### src/inc/pla_params.svh
`ifndef PLA_PARAMS_SVH
`define PLA_PARAMS_SVH
// register indices; byte address is four times the index
`define PLA_IDX_LEN 8'h38
`define PLA_IDX_STA 8'h39
`define PLA_IDX_ALL 8'h3A
`define PLA_IDX_AUTO 8'h3B
`define PLA_IDX_CTRL 8'h3C
`define PLA_IDX_STAT 8'h3D
`define PLA_ADDR_W 8
// reset values
`define PLA_RST_LEN 8'h40
`define PLA_RST_STA 8'h00
`define PLA_RST_ALL 8'h00
`define PLA_RST_AUTO 8'h00
`define PLA_RST_CTRL 8'h08
// automatic_state_switch fields
`define PLA_ENTRY_HI 7
`define PLA_ENTRY_LO 5
`define PLA_EXIT_HI 4
`define PLA_EXIT_LO 2
`define PLA_INTERIM_HI 1
`define PLA_INTERIM_LO 0
// control fields
`define PLA_CTRL_KIND 0
`define PLA_CTRL_FILT_HI 2
`define PLA_CTRL_FILT_LO 1
`define PLA_CTRL_MODE_HI 5
`define PLA_CTRL_MODE_LO 3
// trigger codes
`define PLA_TRIG_OFF 3'h0
`define PLA_TRIG_QUEUE 3'h1
`define PLA_TRIG_SYNC 3'h6
// filter codes
`define PLA_FILT_OFF 2'h0
`define PLA_FILT_STA 2'h1
`define PLA_FILT_ALL 2'h2
// axi responses
`define PLA_RESP_OK 2'h0
`define PLA_RESP_ERR 2'h2
`endif

### src/inc/pla_pkg.sv
package pla_pkg;
  // automatic switching states, gray along prog -> interim
  typedef enum logic [1:0] {
    PLA_ST_PROG = 2'h0,
    PLA_ST_INTERIM = 2'h1
  } pla_auto_st_t;
  // radio operating modes
  typedef enum logic [2:0] {
    PLA_MODE_DOZE = 3'h0,
    PLA_MODE_IDLE = 3'h1,
    PLA_MODE_SYNTH = 3'h2,
    PLA_MODE_TX = 3'h3,
    PLA_MODE_RX = 3'h4
  } pla_mode_t;
endpackage

### src/rtl/pla_top.sv
// Local design decision: the AXI4-Lite interface to the registers.
`timescale 1ns/1ps
// Functional notes
// - fixed frames use length register exactly
// - variable frames: receive maximum, transmit ignores
// - station identifier register compared in filtering
// - all-stations identifier is second accepted address
// - entry trigger field bits 7-5, 000 off
// - exit trigger field bits 4-2, 000 none
// - entry code 001: queue-nonempty rising edge
// - entry code 110: sync-match rising edge
// - filter 01 station, 10 also all-stations
// - interim select 00 doze, 01 idle, 10 receive
`include "pla_params.svh"
module pla_top (
  // clock and reset
  input wire logic aclk,
  input wire logic aresetn,
  // axi4-lite write address
  input wire logic [`PLA_ADDR_W-1:0] awaddr,
  input wire logic awvalid,
  output logic awready,
  // axi4-lite write data
  input wire logic [31:0] wdata,
  input wire logic [3:0] wstrb,
  input wire logic wvalid,
  output logic wready,
  // axi4-lite write response
  output logic [1:0] bresp,
  output logic bvalid,
  input wire logic bready,
  // axi4-lite read
  input wire logic [`PLA_ADDR_W-1:0] araddr,
  input wire logic arvalid,
  output logic arready,
  output logic [31:0] rdata,
  output logic [1:0] rresp,
  output logic rvalid,
  input wire logic rready,
  // packet engine events
  input wire logic queue_nonempty_flag,
  input wire logic queue_level_flag,
  input wire logic crc_ok_flag,
  input wire logic payload_ready_flag,
  input wire logic frame_sent_flag,
  input wire logic sync_match_flag,
  input wire logic timeout_flag,
  // receive frame stream
  input wire logic rx_frame_start,
  input wire logic rx_len_valid,
  input wire logic [7:0] rx_len_byte,
  input wire logic rx_addr_valid,
  input wire logic [7:0] rx_addr_byte,
  input wire logic rx_frame_end,
  // length and frame outputs
  output logic [7:0] tx_length,
  output logic tx_length_used,
  output logic [7:0] rx_length_limit,
  output logic rx_length_exact,
  output logic payload_discard,
  output logic frame_received,
  // radio mode
  output logic [2:0] radio_mode
);

  // register file and local state
  logic [7:0] len_q, len_d, sta_q, sta_d, all_q, all_d;
  logic [7:0] auto_q, auto_d, ctrl_q, ctrl_d;
  logic [6:0] ev_q;
  logic disc_q, disc_d, frx_q, frx_d;
  logic [7:0] txl_q, txl_d, rxl_q, rxl_d;
  logic txu_q, txu_d, rxe_q, rxe_d;
  logic [2:0] mode_q, mode_d;
  pla_pkg::pla_auto_st_t st_q, st_d;
  logic aw_hold_q, aw_hold_d, w_hold_q, w_hold_d;
  logic [`PLA_ADDR_W-1:0] wa_q, wa_d;
  logic [7:0] wd_q, wd_d;
  logic wse_q, wse_d, bv_q, bv_d;
  logic [1:0] br_q, br_d, rr_q, rr_d;
  logic rv_q, rv_d;
  logic [31:0] rd_q, rd_d;
  logic do_wr, wr_hit;
  logic [8:0] wr_idx;
  logic [6:0] ev_now, ev_rise;
  logic q_fall;
  logic [7:0] ent_vec, ext_vec;
  logic [2:0] ent_code, ext_code;
  logic [1:0] filt;
  logic var_kind, ent_hit, ext_hit;

  // register index from a byte address, flags mapped ones in bit 8
  function automatic logic [8:0] reg_idx(input logic [`PLA_ADDR_W-1:0] a);
    logic [7:0] idx;
    idx = {2'h0, a[`PLA_ADDR_W-1:2]};
    if (a[1:0] != 2'h0 || idx < `PLA_IDX_LEN || idx > `PLA_IDX_STAT) begin
      reg_idx = {1'b0, idx};
    end else begin
      reg_idx = {1'b1, idx};
    end
  endfunction

  // selected trigger from an event vector
  function automatic logic trig_hit(input logic [2:0] code, input logic [7:0] vec);
    trig_hit = vec[code];
  endfunction

  // fields
  assign ent_code = auto_q[`PLA_ENTRY_HI:`PLA_ENTRY_LO];
  assign ext_code = auto_q[`PLA_EXIT_HI:`PLA_EXIT_LO];
  assign filt = ctrl_q[`PLA_CTRL_FILT_HI:`PLA_CTRL_FILT_LO];
  assign var_kind = ctrl_q[`PLA_CTRL_KIND];

  // event edges
  assign ev_now = {timeout_flag, sync_match_flag, frame_sent_flag, payload_ready_flag,
                   crc_ok_flag, queue_level_flag, queue_nonempty_flag};
  assign ev_rise = ev_now & ~ev_q;
  assign q_fall = ev_q[0] & ~queue_nonempty_flag;
  // entry: 001 queue, 110 sync, 111 queue fall, others in between
  assign ent_vec = {q_fall, ev_rise[5], ev_rise[4], ev_rise[3],
                    ev_rise[2], ev_rise[1], ev_rise[0], 1'b0};
  assign ext_vec = {1'b0, ev_rise[6], ev_rise[4], ev_rise[3] | ev_rise[6],
                    ev_rise[2] | ev_rise[6], ev_rise[1] | ev_rise[6], q_fall, 1'b0};
  assign ent_hit = trig_hit(ent_code, ent_vec);
  assign ext_hit = trig_hit(ext_code, ext_vec);

  // axi write path
  assign awready = !aw_hold_q && !bv_q;
  assign wready = !w_hold_q && !bv_q;
  assign do_wr = (aw_hold_q || (awvalid && awready)) && (w_hold_q || (wvalid && wready));
  assign wr_idx = reg_idx(aw_hold_q ? wa_q : awaddr);
  assign wr_hit = wr_idx[8];
  always_comb begin
    aw_hold_d = aw_hold_q;
    w_hold_d = w_hold_q;
    wa_d = wa_q;
    wd_d = wd_q;
    wse_d = wse_q;
    bv_d = bv_q;
    br_d = br_q;
    if (awvalid && awready) begin
      aw_hold_d = 1'b1;
      wa_d = awaddr;
    end
    if (wvalid && wready) begin
      w_hold_d = 1'b1;
      wd_d = wdata[7:0];
      wse_d = wstrb[0];
    end
    if (do_wr) begin
      aw_hold_d = 1'b0;
      w_hold_d = 1'b0;
      bv_d = 1'b1;
      br_d = wr_hit ? `PLA_RESP_OK : `PLA_RESP_ERR;
    end
    if (bv_q && bready) begin
      bv_d = 1'b0;
    end
  end

  // register writes
  always_comb begin
    logic [8:0] wi;
    logic [7:0] wv;
    logic ws;
    wi = reg_idx(aw_hold_q ? wa_q : awaddr);
    wv = w_hold_q ? wd_q : wdata[7:0];
    ws = w_hold_q ? wse_q : wstrb[0];
    len_d = len_q;
    sta_d = sta_q;
    all_d = all_q;
    auto_d = auto_q;
    ctrl_d = ctrl_q;
    if (do_wr && ws && wi[8]) begin
      case (wi[7:0])
        `PLA_IDX_LEN: len_d = wv;
        `PLA_IDX_STA: sta_d = wv;
        `PLA_IDX_ALL: all_d = wv;
        `PLA_IDX_AUTO: auto_d = wv;
        `PLA_IDX_CTRL: ctrl_d = {2'h0, wv[5:0]};
        default: ;
      endcase
    end
  end

  // axi read path
  assign arready = !rv_q;
  always_comb begin
    logic [8:0] ri;
    ri = reg_idx(araddr);
    rv_d = rv_q;
    rd_d = rd_q;
    rr_d = rr_q;
    if (rv_q && rready) begin
      rv_d = 1'b0;
    end
    if (arvalid && arready) begin
      rv_d = 1'b1;
      rr_d = ri[8] ? `PLA_RESP_OK : `PLA_RESP_ERR;
      case (ri[7:0])
        `PLA_IDX_LEN: rd_d = {24'h0, len_q};
        `PLA_IDX_STA: rd_d = {24'h0, sta_q};
        `PLA_IDX_ALL: rd_d = {24'h0, all_q};
        `PLA_IDX_AUTO: rd_d = {24'h0, auto_q};
        `PLA_IDX_CTRL: rd_d = {24'h0, ctrl_q};
        `PLA_IDX_STAT: rd_d = {27'h0, disc_q, mode_q, st_q == pla_pkg::PLA_ST_INTERIM};
        default: rd_d = 32'h0;
      endcase
      if (!ri[8]) begin
        rd_d = 32'h0;
      end
    end
  end

  // automatic switching and radio mode
  always_comb begin
    st_d = st_q;
    case (st_q)
      pla_pkg::PLA_ST_PROG: begin
        if (ent_code != `PLA_TRIG_OFF && ent_hit) begin
          st_d = pla_pkg::PLA_ST_INTERIM;
        end
      end
      pla_pkg::PLA_ST_INTERIM: begin
        if (ent_code == `PLA_TRIG_OFF || (ext_code != `PLA_TRIG_OFF && ext_hit)) begin
          st_d = pla_pkg::PLA_ST_PROG;
        end
      end
      default: st_d = pla_pkg::PLA_ST_PROG;
    endcase
    mode_d = ctrl_q[`PLA_CTRL_MODE_HI:`PLA_CTRL_MODE_LO];
    if (st_d == pla_pkg::PLA_ST_INTERIM) begin
      // next register value, so a rewrite while in interim takes effect with it
      case (auto_d[`PLA_INTERIM_HI:`PLA_INTERIM_LO])
        2'h0: mode_d = pla_pkg::PLA_MODE_DOZE;
        2'h2: mode_d = pla_pkg::PLA_MODE_RX;
        default: mode_d = pla_pkg::PLA_MODE_IDLE;
      endcase
    end
  end

  // length outputs and receive filtering
  always_comb begin
    txl_d = var_kind ? 8'h00 : len_q;
    txu_d = !var_kind;
    rxl_d = len_q;
    rxe_d = !var_kind;
    disc_d = rx_frame_start ? 1'b0 : disc_q;
    if (rx_len_valid && var_kind && rx_len_byte > len_q) begin
      disc_d = 1'b1;
    end
    if (rx_addr_valid) begin
      case (filt)
        `PLA_FILT_STA: if (rx_addr_byte != sta_q) disc_d = 1'b1;
        `PLA_FILT_ALL: if (rx_addr_byte != sta_q && rx_addr_byte != all_q) disc_d = 1'b1;
        default: ;
      endcase
    end
    frx_d = rx_frame_end && !disc_d;
  end

  // state registers
  always_ff @(posedge aclk) begin
    if (!aresetn) begin
      len_q <= `PLA_RST_LEN;
      sta_q <= `PLA_RST_STA;
      all_q <= `PLA_RST_ALL;
      auto_q <= `PLA_RST_AUTO;
      ctrl_q <= `PLA_RST_CTRL;
      ev_q <= 7'h00;
      st_q <= pla_pkg::PLA_ST_PROG;
      mode_q <= pla_pkg::PLA_MODE_IDLE;
      disc_q <= 1'b0;
      frx_q <= 1'b0;
      txl_q <= 8'h00;
      txu_q <= 1'b0;
      rxl_q <= 8'h00;
      rxe_q <= 1'b0;
      aw_hold_q <= 1'b0;
      w_hold_q <= 1'b0;
      wa_q <= '0;
      wd_q <= 8'h00;
      wse_q <= 1'b0;
      bv_q <= 1'b0;
      br_q <= 2'h0;
      rv_q <= 1'b0;
      rd_q <= 32'h0;
      rr_q <= 2'h0;
    end else begin
      len_q <= len_d;
      sta_q <= sta_d;
      all_q <= all_d;
      auto_q <= auto_d;
      ctrl_q <= ctrl_d;
      ev_q <= ev_now;
      st_q <= st_d;
      mode_q <= mode_d;
      disc_q <= disc_d;
      frx_q <= frx_d;
      txl_q <= txl_d;
      txu_q <= txu_d;
      rxl_q <= rxl_d;
      rxe_q <= rxe_d;
      aw_hold_q <= aw_hold_d;
      w_hold_q <= w_hold_d;
      wa_q <= wa_d;
      wd_q <= wd_d;
      wse_q <= wse_d;
      bv_q <= bv_d;
      br_q <= br_d;
      rv_q <= rv_d;
      rd_q <= rd_d;
      rr_q <= rr_d;
    end
  end

  // outputs
  assign bvalid = bv_q;
  assign bresp = br_q;
  assign rvalid = rv_q;
  assign rdata = rd_q;
  assign rresp = rr_q;
  assign tx_length = txl_q;
  assign tx_length_used = txu_q;
  assign rx_length_limit = rxl_q;
  assign rx_length_exact = rxe_q;
  assign payload_discard = disc_q;
  assign frame_received = frx_q;
  assign radio_mode = mode_q;
endmodule // pla_top

### config.mk
export PLATFORM = sky130hd
export DESIGN_NAME = pla_top
export DESIGN_NICKNAME = d
export VERILOG_FILES = /design/src/inc/pla_pkg.sv /design/src/rtl/pla_top.sv
export VERILOG_INCLUDE_DIRS = /design/src /design/src/inc
export SDC_FILE = /design/constraint.sdc
export NUM_CORES = 1
export LEC_CHECK = 0
export ABC_AREA = 0
export BUFFER_PORTS_ARGS = -buffer_cell sky130_fd_sc_hd__buf_4
export CORE_MARGIN = 1.5
export CORE_UTILIZATION = 46
export CTS_CLUSTER_SIZE = 40
export DETAILED_ROUTE_END_ITERATION = 8
export GPL_TIMING_DRIVEN = 0
export HOLD_SLACK_MARGIN = 0.05
export PLACE_DENSITY = 0.75
export SYNTH_ARGS = -nofsm -noshare
export SYNTH_HDL_FRONTEND = slang
export SYNTH_SLANG_ARGS = --single-unit
### constraint.sdc
create_clock -name aclk -period 2.1 [get_ports aclk]
set_clock_uncertainty 0.2 [all_clocks]
set_input_delay 0 -clock aclk [delete_from_list [all_inputs] [get_ports aclk]]
set_output_delay 0 -clock aclk [all_outputs]
set_load 0.05 [all_outputs]
==> results of run 1 <==
==> per-stage QoR <==
step	setup slack, ns	cell area (µm²)	setup TNS, ns	power [mW]	cells
4_1_cts	0.00792	6340	0	4.09	845
6_report	0.0607	6470	0	4.11	850
3_3_place_gp	-0.0839	5680	-0.472	2.69	786
5_1_grt	-0.0448	6470	-0.192	4.27	850
2_1_floorplan	0.0665	4800	0	2.48	558
3_5_place_dp	-0.110	5680	-0.907	2.70	786
==> layer usage <==
metal  wire length, µm  share of wire (%)
met2              6720                 48
met1              5980                 43
met3               915                6.6
met5                 0                  0
met4               311                2.2
==> how the worst min path moves through the flow <==
stage	startpoint	to	slack [ns]	cells past startpoint
after floorplan	rready	rvalid	-0.11	1
after global placement	rready	rvalid	-0.02	2
after detailed placement	rready	rvalid	-0.02	2
after CTS	rx_len_byte[7]	frame_received	0.07	7
after global routing	rx_len_byte[4]	frame_received	0.12	7
final	araddr[2]	rdata[7]	0.08	5
==> registers in the layout, indices dropped and copies added, names as in the netlist, 2 cells and up <==
name / count
ctrl_q: 6
auto_q: 8
wd_q: 8
rx_length_limit: 8
ev_q: 7
all_q: 8
len_q: 8
tx_length: 8
sta_q: 8
wa_q: 8
rdata: 8
radio_mode: 3
st_q: 2
==> cell usage after synthesis, types with 3 or more instances <==
cell type,n
buf_6,3
nand2_1,49
a21oi_1,28
nand2b_1,6
nand3_1,28
nand3b_1,4
buf_1,4
nor4_1,4
xor2_1,15
dfxtp_1,100
ha_1,9
a21o_1,3
o21ai_0,18
a311oi_1,4
a221o_1,6
buf_4,31
and2_1,9
a211oi_1,6
a22o_1,6
mux2_2,11
nor2_1,46
nor3b_1,4
o31ai_1,4
mux2i_1,32
buf_2,3
o22ai_1,3
nor3_1,24
inv_1,22
clkbuf_1,11
o21ai_1,8
nand4_1,3
or3b_2,3
==> kinds of logic after synthesis <==
| logic type | after synthesis | synth area share (%) |
|---|---|---|
| and+or+nand+nor | 192 | 20.2 |
| DFF | 100 | 42.6 |
| AOI/OAI and AO/OA | 97 | 13.3 |
| buffers and inverters | 74 | 8.95 |
| muxes | 43 | 9.46 |
| xor gates and xnor gates | 16 | 2.98 |
| adders and majority gates | 9 | 2.40 |
| other | 1 | 0.0798 |
==> worst max-delay path, delay by kind of cell <==
family,cells,cell delay (ns)
mux,1,0.22
compound gates,3,0.55
simple gates,2,0.49
buf+inv,3,0.81
==> layout by cell type (no fill, tap or decap), types with 10 or more instances in the layout <==
cell type	n
dfxtp_1	94
buf_4	129
nor2_1	44
clkbuf_1	11
nand3_1	27
a21oi_1	28
nand2_1	49
mux2i_1	28
clkbuf_8	10
dlygate4sd3_1	41
xor2_1	15
nor3_1	23
inv_1	21
conb_1	27
o21ai_0	18
==> power breakdown <==
part           leakage, nW  switching [mW]  total [mW]  internal, mW
Combinational         1.87           0.461       0.791         0.330
Sequential           0.815          0.0374        1.98          1.95
Clock                0.108           0.730        1.34         0.611
Total                 2.79            1.23        4.11          2.89
==> repair_timing <==
action,CTS,global route
pin swaps,2,4
hold buffers,41,0
cloned,0,1
resized for setup,4,23
buffers inserted,2,4
endpoints found under the hold margin,78,0
setup endpoints to repair,23,40
==> final cells by class <==
type,instances,share of cell area [%]
Clock buffer,10,2.13
Sequential cell,100,31.1
Multi-Input combinational cell,384,37.9
Buffer,52,5.63
Tap cell,133,2.57
Clock inverter,6,1.24
Inverter,22,1.33
Timing Repair Buffer,143,18.1
==> results.md, run 1 <==
* R2R Setup Slk at 0.08 ns
* Row count at 36
* Met3 usage at 3.70%
* Final antenna-violating net count at 0
* GPL Wtd Cong at 0.906
* Crit Path Class: in -> reg
* Fin. max-slew vios at 0
* Yosys top cell area share at 42.6%
* GR peak layer: met2
* Critical path cell sequence: dlygate4sd3_1 > buf_4 > a2111oi_4 > a31oi_1 > and4bb_4 > buf_8 > nand2_4 > mux2i_2 > o211ai_1
* Ant. Diodes at 0
* Fill cells at 844
* Period utilization at 97.1%
* CTS max path bufs at 2
* Synth Flop Type: dfxtp_1
* Biggest area consumer among synthesized cells: dfxtp_1
* Initial Utilization at 47.8%
* First DRT Iteration DRCs at 273
* Synth async-reset ratio at 0%
* Synth Register Bits at 100
* Nets at 807
* Startpoint types: input pin
* Drt wl/cell at 16.4 µm
* Footprint of the multi-input gates at 2450 µm²
* Clock slew at reported path FFs at 0.10 ns
* Seq/Total Area, Yosys at 42.6%
* Vias in the first global route at 4307
* F_max at 490 MHz
* Die width at 104 µm
* 1st-pass router iterations at 5
* RSZ-0062 raised after global routing: true
* Root Driver: clkbuf_8
* Peak VDD IR at 0.319 mV
* Pin slew with the least headroom to its limit at 0.708 ns
* WP data required at 2.13 ns
* CP max-delay cell: dlygate4sd3_1
* PortBufs at 95
* M2 GR Usage at 44.3%
* Post-synth EDFFs at 0
* CP Launch Point: awaddr[4]
* Antenna violations before repair at 0
* Leak at 2.79 nW
* Post-synth cell types at 50
* Cell Area, Synth at 4700 µm²
* Crit path capture: radio_mode[0]
* Worst min path class: in -> reg
* RR Endpoint: radio_mode[0]
* CTS buffer count at 9
* Vias per std cell at 5.22
* Hold slack at 0.0824 ns
* Core ar. at 9820 µm²
* Die height at 104 µm
* Synth area leaders: dfxtp_1 43%, mux2i_1 6.8%, buf_4 5.0%, nand2_1 3.9%, nor2_1 3.7%
* Largest net degree at the start of global routing at 19
* Cell area power density at 636 nW/µm²
* M1 GR Usage at 33.5%
* # IOs at 150
* Max H-tree Level at 3
* WL final at 13900 µm
* Critical path arrival at 2.07 ns
* Die Area at 10800 µm²
* Setup-failing EPs final at 0
* Total GRT Usage at 25.9%
* CP Capture Type: register
* CTS tree: yes
* First-pass GRT wire length at 22200 µm
* Tmin final at 2.04 ns
* Post-synthesis cell count at 532
* Hpwl dp at 9950 µm
* Layout cell share with drive strength beyond 1 at 26.9%
* Outcome: completed
* Max-cap viol count at 0
* Ys Warns at 0
* Synth Area per Inst at 8.83 µm²
* Worst-skew pair later-pin latency at 0.37 ns
* Delay of the slowest critical-path stage at 0.53 ns
* Clock Sinks at 100
* Area Growth Syn to Fin at 37.8%
* Routed vias at 4436
* Final hold vios at 0
* R2R depth at 7
* Final Util at 65.9%
* Crit Path Max Fanout at 9
* DRC viols at 0
* Worst slew margin at 52.7%
* Grt ovf at 0
* Crit Reg-Reg Startpoint: aw_hold_q
* Reg area at 2010 µm²
Power figures use the tool's default switching activity.
==> run 2, diff against run 1 <==
--- a/config.mk
+++ b/config.mk
@@ -7,14 +7,14 @@
 export NUM_CORES = 1
 export LEC_CHECK = 0
 export ABC_AREA = 0
-export BUFFER_PORTS_ARGS = -buffer_cell sky130_fd_sc_hd__buf_4
 export CORE_MARGIN = 1.5
-export CORE_UTILIZATION = 46
+export CORE_UTILIZATION = 57
 export CTS_CLUSTER_SIZE = 40
 export DETAILED_ROUTE_END_ITERATION = 8
+export DONT_BUFFER_PORTS = 1
 export GPL_TIMING_DRIVEN = 0
 export HOLD_SLACK_MARGIN = 0.05
-export PLACE_DENSITY = 0.75
+export PLACE_DENSITY = 0.74
 export SYNTH_ARGS = -nofsm -noshare
 export SYNTH_HDL_FRONTEND = slang
 export SYNTH_SLANG_ARGS = --single-unit
==> run 2 against run 1 <==
  * Design area decreased by 8.8%
  * Non-clock buffer count decreased by 88
  * Sequential power increased by 3%
  * Combinational power decreased by 17%
  * Cell count decreased by 14%
  * Worst hold slack got worse by 0.055 ns
  * Maximum frequency decreased by 1.5%
  * Sequential cell count unchanged
  * Register-to-register slack got worse by 0.05 ns
  * Critical path depth decreased by 2
  * Global-route usage increased by 4.1 points
  * Count of clock-buffer cells in the layout decreased by 1
  * Critical path type is now reg -> reg
==> results.md, run 2 (synthesis results as in run 1) <==
* Vias in the first global route at 4100 (was 4307)
* Initial Utilization at 59.9% (was 47.8%)
* Max-cap viol count at 0 (unchanged)
* Outcome: completed (unchanged)
* Layout cell share with drive strength beyond 1 at 17.4% (was 26.9%)
* F_max at 483 MHz (was 490 MHz)
* M1 GR Usage at 36.7% (was 33.5%)
* Nets at 719 (was 807)
* Die width at 93.8 µm (was 104 µm)
* Setup-failing EPs final at 0 (unchanged)
* Fill cells at 583 (was 844)
* Place WS at -0.191 ns (was -0.110 ns)
* Startpoint types: register (was input pin)
* CTS tree: yes (unchanged)
* Crit Path Max Fanout at 9 (unchanged)
* Grt ovf at 0 (unchanged)
* Antenna violations before repair at 0 (unchanged)
* WL final at 13400 µm (was 13900 µm)
* Final WS setup at 0.0299 ns (was 0.0607 ns)
* Peak VDD IR at 0.405 mV (was 0.319 mV)
* First DRT Iteration DRCs at 355 (was 273)
* Drt wl/cell at 18.4 µm (was 16.4 µm)
* PortBufs at 0 (was 95)
* Area Growth Syn to Fin at 25.7% (was 37.8%)
* Crit Path Class: reg -> reg (was in -> reg)
* Critical path cell sequence: nand4_1 > o21a_4 > and4bb_2 > buf_8 > nand2_4 > mux2i_2 > o211ai_1 (was dlygate4sd3_1 > buf_4 > a2111oi_4 > a31oi_1 > and4bb_4 > buf_8 > nand2_4 > mux2i_2 > o211ai_1)
* CP max-delay cell: dfxtp_4 (was dlygate4sd3_1)
* CP Buf/Inv Count at 1 (was 3)
* Hold Crit Depth at 5 (unchanged)
* CP top delay family: simple AND/OR/NAND/NOR gates (was buffers and inverters)
* CP Capture Type: register (unchanged)
* Worst-skew pair later-pin latency at 0.37 ns (about the same)
* Hold Startpoint: araddr[5] (was araddr[2])
* R2R depth at 7 (unchanged)
* CTS max path bufs at 2 (unchanged)
* CTS buffer count at 9 (unchanged)
* Period utilization at 98.6% (was 97.1%)
* Power, Total at 4.27 mW (was 4.11 mW)
* Tmin final at 2.07 ns (was 2.04 ns)
* Die Area at 8790 µm² (was 10800 µm²)
* Commonest cells after routing, fill and taps aside: 94 x dfxtp_1, 47 x nand2_1, 46 x dlygate4sd3_1 (was 129 x buf_4, 94 x dfxtp_1, 49 x nand2_1)
* RSZ-0062 raised after global routing: true (unchanged)
* Hold Crit Endpoint: rdata[6] (was rdata[7])
* Routed vias at 4249 (was 4436)
* Leak at 2.38 nW (was 2.79 nW)
* Final hold vios at 0 (unchanged)
* Cell area power density at 722 nW/µm² (was 636 nW/µm²)
* Clock slew at reported path FFs at 0.10 ns (about the same)
* Critical path arrival at 2.10 ns (was 2.07 ns)
* GR peak layer: met2 (unchanged)
* First-pass GRT wire length at 20300 µm (was 22200 µm)
* Hpwl dp at 9180 µm (was 9950 µm)
* Ant. Diodes at 0 (unchanged)
* WP data required at 2.13 ns (about the same)
* M2 GR Usage at 50.7% (was 44.3%)
* GPL Wtd Cong at 0.889 (was 0.906)
* Fin. max-slew vios at 0 (unchanged)
* RR Endpoint: radio_mode[0] (unchanged)
* Worst slew margin at 57.0% (was 52.7%)
* 1st-pass router iterations at 5 (unchanged)
* # IOs at 150 (unchanged)
* Reg area at 2020 µm² (was 2010 µm²)
* Footprint of the multi-input gates at 2500 µm² (was 2450 µm²)
* Total GRT Usage at 30.0% (was 25.9%)
* DRC viols at 0 (unchanged)
* Commonest non-fill, non-tap cell in the layout: dfxtp_1 (was buf_4)
* Core ar. at 7850 µm² (was 9820 µm²)
* Die height at 93.8 µm (was 104 µm)
* Vias per std cell at 5.82 (was 5.22)
* Max H-tree Level at 3 (unchanged)
* R2R Setup Slk at 0.03 ns (was 0.08 ns)
* Clock Sinks at 100 (unchanged)
* Met3 usage at 8.25% (was 3.70%)
* Largest net degree at the start of global routing at 17 (was 19)
* Root Driver: clkbuf_8 (unchanged)
* Worst min path class: in -> reg (unchanged)
* Row count at 32 (was 36)
* Pin slew with the least headroom to its limit at 0.644 ns (was 0.708 ns)
* Final antenna-violating net count at 0 (unchanged)
* Crit Reg-Reg Startpoint: aw_hold_q (unchanged)
* Delay of the slowest critical-path stage at 0.43 ns (was 0.53 ns)
## run 2: report_power, final
part / switching [mW] / internal (mW) / total (mW)
Clock: 0.673 / 0.909 / 1.58
Sequential: 0.0845 / 1.94 / 2.03
Combinational: 0.396 / 0.260 / 0.656
## run 2: per-layer routing
| metal | share of wire, % | routed length, µm |
|---|---|---|
| met1 | 41 | 5440 |
| met2 | 47 | 6360 |
| met3 | 9.1 | 1220 |
| met4 | 2.8 | 380 |
| met5 | 0 | 0 |
## run 2: how the worst max path moves through the flow
stage                               end  depth (start not counted)      start  slack, ns
after floorplan                 wa_q[7]                          5     bvalid       0.07
after global placement         rdata[2]                          6     rvalid      -0.12
after detailed placement       rdata[2]                          6     rvalid      -0.19
after CTS                     ctrl_q[2]                          7  aw_hold_q     -0.004
after global routing           len_q[3]                          8  aw_hold_q      -0.02
final                     radio_mode[0]                          7  aw_hold_q       0.03
## run 2: worst register-to-register path: cells and delay by family (launching register included)
family | cells | cell delay, ns
buffers and inverters | 1 | 0.14
muxes | 1 | 0.24
AOI/OAI and AO/OA | 2 | 0.30
and+or+nand+nor | 3 | 0.62
DFF | 1 | 0.43
## run 2: area by class of cell
cell class,count,share of cell area (%)
inverters,22,1.46
multi-input cells,384,42.4
well taps,102,2.16
repair buffers,55,9.20
flip-flops and latches,100,34.2
plain buffers,52,6.12
clock buffers,9,2.10
clock inverters,6,2.31
## run 2: metrics by stage
step / cells / cell area (µm²) / hold WS, ns / setup TNS (ns) / util, %
floorplan: 558 / 4800 / -0.108 / 0 / -
global placement: 660 / 4930 / -0.105 / -2.09 / 62.9
detailed placement: 660 / 4930 / -0.0989 / -3.63 / 62.9
CTS: 723 / 5700 / 0.0589 / -0.00526 / 72.7
global route: 730 / 5900 / 0.0862 / -0.0726 / 75.2
finish: 730 / 5900 / 0.0274 / 0 / 75.2
## run 2: what timing repair did
item / CTS / global route
gates resized for setup: 9 / 35
endpoints found under the hold margin: 83 / 0
buffers inserted: 1 / 6
endpoints found under the setup margin: 49 / 48
hold buffers: 47 / 0
cloned: 0 / 2
pin swaps: 1 / 8
==> run 3, diff against run 2 <==
--- a/config.mk
+++ b/config.mk
@@ -9,10 +9,10 @@
 export ABC_AREA = 0
 export CORE_MARGIN = 1.5
 export CORE_UTILIZATION = 57
+export CTS_CLUSTER_DIAMETER = 50
 export CTS_CLUSTER_SIZE = 40
 export DETAILED_ROUTE_END_ITERATION = 8
 export DONT_BUFFER_PORTS = 1
-export GPL_TIMING_DRIVEN = 0
 export HOLD_SLACK_MARGIN = 0.05
 export PLACE_DENSITY = 0.74
 export SYNTH_ARGS = -nofsm -noshare
==> run 3 against run 2 <==
  * The run now ends with negative setup slack left
  * Non-clock buffer count decreased by 8
  * Maximum frequency decreased by 1.6%
  * Cell count decreased by 0.82%
  * Design area decreased by 2.2%
  * Critical endpoint is now all_q[5]
  * Largest cell class unchanged
==> results.md, run 3 (synthesis results as in run 1) <==
* Outcome: finished, violations left (was completed)
* Violated checks: negative setup slack
* Cell area power density at 671 nW/µm² (was 722 nW/µm²)
* Footprint of the multi-input gates at 2460 µm² (was 2500 µm²)
* Commonest non-fill, non-tap cell in the layout: dfxtp_1 (unchanged)
* Worst slew margin at 55.7% (was 57.0%)
* GPL Wtd Cong at 0.924 (was 0.889)
* PortBufs at 0 (unchanged)
* Max-cap viol count at 0 (unchanged)
* Critical path cell sequence: buf_4 > nand2_1 > a211oi_2 > and4bb_2 > buf_4 > nand3_2 > buf_2 > nand3_1 > o21ai_0 (was nand4_1 > o21a_4 > and4bb_2 > buf_8 > nand2_4 > mux2i_2 > o211ai_1)
* Critical path arrival at 2.15 ns (was 2.10 ns)
* Top cell by count, worst path: buf_4
* Delay of the slowest critical-path stage at 0.39 ns (was 0.43 ns)
* Period utilization at 100% (was 98.6%)
* Place WS at -0.108 ns (was -0.191 ns)
* Area Growth Syn to Fin at 22.9% (was 25.7%)
* Max H-tree Level at 3 (unchanged)
* Clock Sinks at 100 (unchanged)
* Ant. Diodes at 0 (unchanged)
* Final Util at 73.5% (was 75.2%)
* CTS tree: yes (unchanged)
* Startpoint types: register (unchanged)
* WL final at 13200 µm (was 13400 µm)
* CP Capture Type: register (unchanged)
* Crit Path Max Fanout at 8 (was 9)
* DRC viols at 0 (unchanged)
* CTS max path bufs at 2 (unchanged)
* Worst min path class: in -> reg (unchanged)
* Layout cell share with drive strength beyond 1 at 16.2% (was 17.4%)
* Crit Reg-Reg Startpoint: aw_hold_q (unchanged)
* Row count at 32 (unchanged)
* Fill cells at 587 (was 583)
* Vias in the first global route at 4020 (was 4100)
* Worst-skew pair later-pin latency at 0.36 ns (was 0.37 ns)
* Reg area at 2010 µm² (was 2020 µm²)
* Fin. max-slew vios at 0 (unchanged)
* First-pass GRT wire length at 20100 µm (was 20300 µm)
* Largest net degree at the start of global routing at 48 (was 17)
* Placed Cells at 645 (was 660)
* Die width at 93.8 µm (unchanged)
* Total GRT Usage at 29.4% (was 30.0%)
* CTS buffer count at 9 (unchanged)
* Crit Path Class: reg -> reg (unchanged)
* Hpwl dp at 8560 µm (was 9180 µm)
* Leak at 2.33 nW (was 2.38 nW)
* Final WS setup at -0.00431 ns (was 0.0299 ns)
* Root Driver: clkbuf_8 (unchanged)
* 1st-pass router iterations at 5 (unchanged)
* Routed vias at 4292 (was 4249)
* Die height at 93.8 µm (unchanged)
* Final hold vios at 0 (unchanged)
* # IOs at 150 (unchanged)
* Nets at 712 (was 719)
* Final antenna-violating net count at 0 (unchanged)
* Grt ovf at 0 (unchanged)
* F_max at 475 MHz (was 483 MHz)
* CP max-delay cell: dfxtp_4 (unchanged)
* Core ar. at 7850 µm² (unchanged)
* R2R depth at 9 (was 7)
* Hold Crit Endpoint: rdata[4] (was rdata[6])
* Antenna violations before repair at 0 (unchanged)
* Die Area at 8790 µm² (unchanged)
* WP data required at 2.14 ns (was 2.13 ns)
* Clock slew at reported path FFs at 0.09 ns (was 0.10 ns)
* Commonest cells after routing, fill and taps aside: 97 x dfxtp_1, 52 x dlygate4sd3_1, 48 x nand2_1 (was 94 x dfxtp_1, 47 x nand2_1, 46 x dlygate4sd3_1)
* First DRT Iteration DRCs at 511 (was 355)
* Pin slew with the least headroom to its limit at 0.664 ns (was 0.644 ns)
* Tmin final at 2.10 ns (was 2.07 ns)
* Vias per std cell at 5.93 (was 5.82)
* Non-filler cells in the finished layout at 724 (was 730)
* Hold Crit Depth at 4 (was 5)
* RR Endpoint: all_q[5] (was radio_mode[0])
* Drt wl/cell at 18.2 µm (was 18.4 µm)
* Initial Utilization at 59.9% (unchanged)
* Setup-failing EPs final at 1 (was 0)
* R2R Setup Slk at -0.004 ns (was 0.03 ns)
* Hold Startpoint: araddr[3] (was araddr[5])
* Peak VDD IR at 0.501 mV (was 0.405 mV)
* Fin Setup TNS at -0.00431 ns (was 0 ns)
## run 3: what timing repair did
item	in CTS	in global routing
gates cloned	0	2
pin swaps	1	5
resized for setup	3	23
setup buffers	1	7
hold buffers	53	0
setup endpoints to repair	16	46
endpoints found under the hold margin	99	0
## run 3: per-stage QoR
| step | area, µm² | hold WS (ns) | power [mW] |
|---|---|---|---|
| after detailed placement | 4870 | -0.128 | 2.53 |
| after global placement | 4870 | -0.131 | 2.52 |
| final | 5770 | 0.0182 | 3.88 |
| after floorplan | 4800 | -0.108 | 2.48 |
| after global routing | 5770 | 0.0957 | 4.00 |
| after CTS | 5620 | 0.0653 | 3.83 |
## run 3: metal layers
metal | GRT usage, % | vias up | routed length, µm
li1 | - | 1986 | -
met1 | 37.8 | 2014 | 5290
met2 | 47.5 | 258 | 6320
met3 | 6.88 | 34 | 1280
met4 | 11.7 | 0 | 294
met5 | 0 | - | 0
## run 3: worst max-delay path: cells and delay by family, from the launching register on
family          cells  cell delay, ns
buf+inv             3            0.48
flops               1            0.39
simple gates        4            0.59
compound gates      2            0.32
## run 3: final cells by class
| class | instances | share of cell area (%) |
|---|---|---|
| repair buffers | 99 | 15.5 |
| clock inverters | 5 | 1.04 |
| flip-flops and latches | 100 | 34.8 |
| multi-input cells | 385 | 42.7 |
| inverters | 22 | 1.50 |
| well taps | 102 | 2.21 |
| clock buffers | 11 | 2.28 |
## run 3: worst max path at each step
stage          startpoint             to  slack, ns  cells past startpoint
2_1_floorplan      bvalid        wa_q[7]       0.07                      5
3_3_place_gp    aw_hold_q      ctrl_q[3]      -0.04                      6
3_5_place_dp    aw_hold_q  radio_mode[0]      -0.11                      7
4_1_cts            bvalid        wd_q[5]       0.02                      6
5_1_grt         aw_hold_q       all_q[5]      -0.05                      9
6_report        aw_hold_q       all_q[5]     -0.004                      9
## run 3: power by group
part	total, mW	leakage [nW]	internal [mW]	switching [mW]
Combinational	0.651	1.42	0.243	0.408
Sequential	2.00	0.814	1.94	0.0599
Clock	1.22	0.0943	0.559	0.661
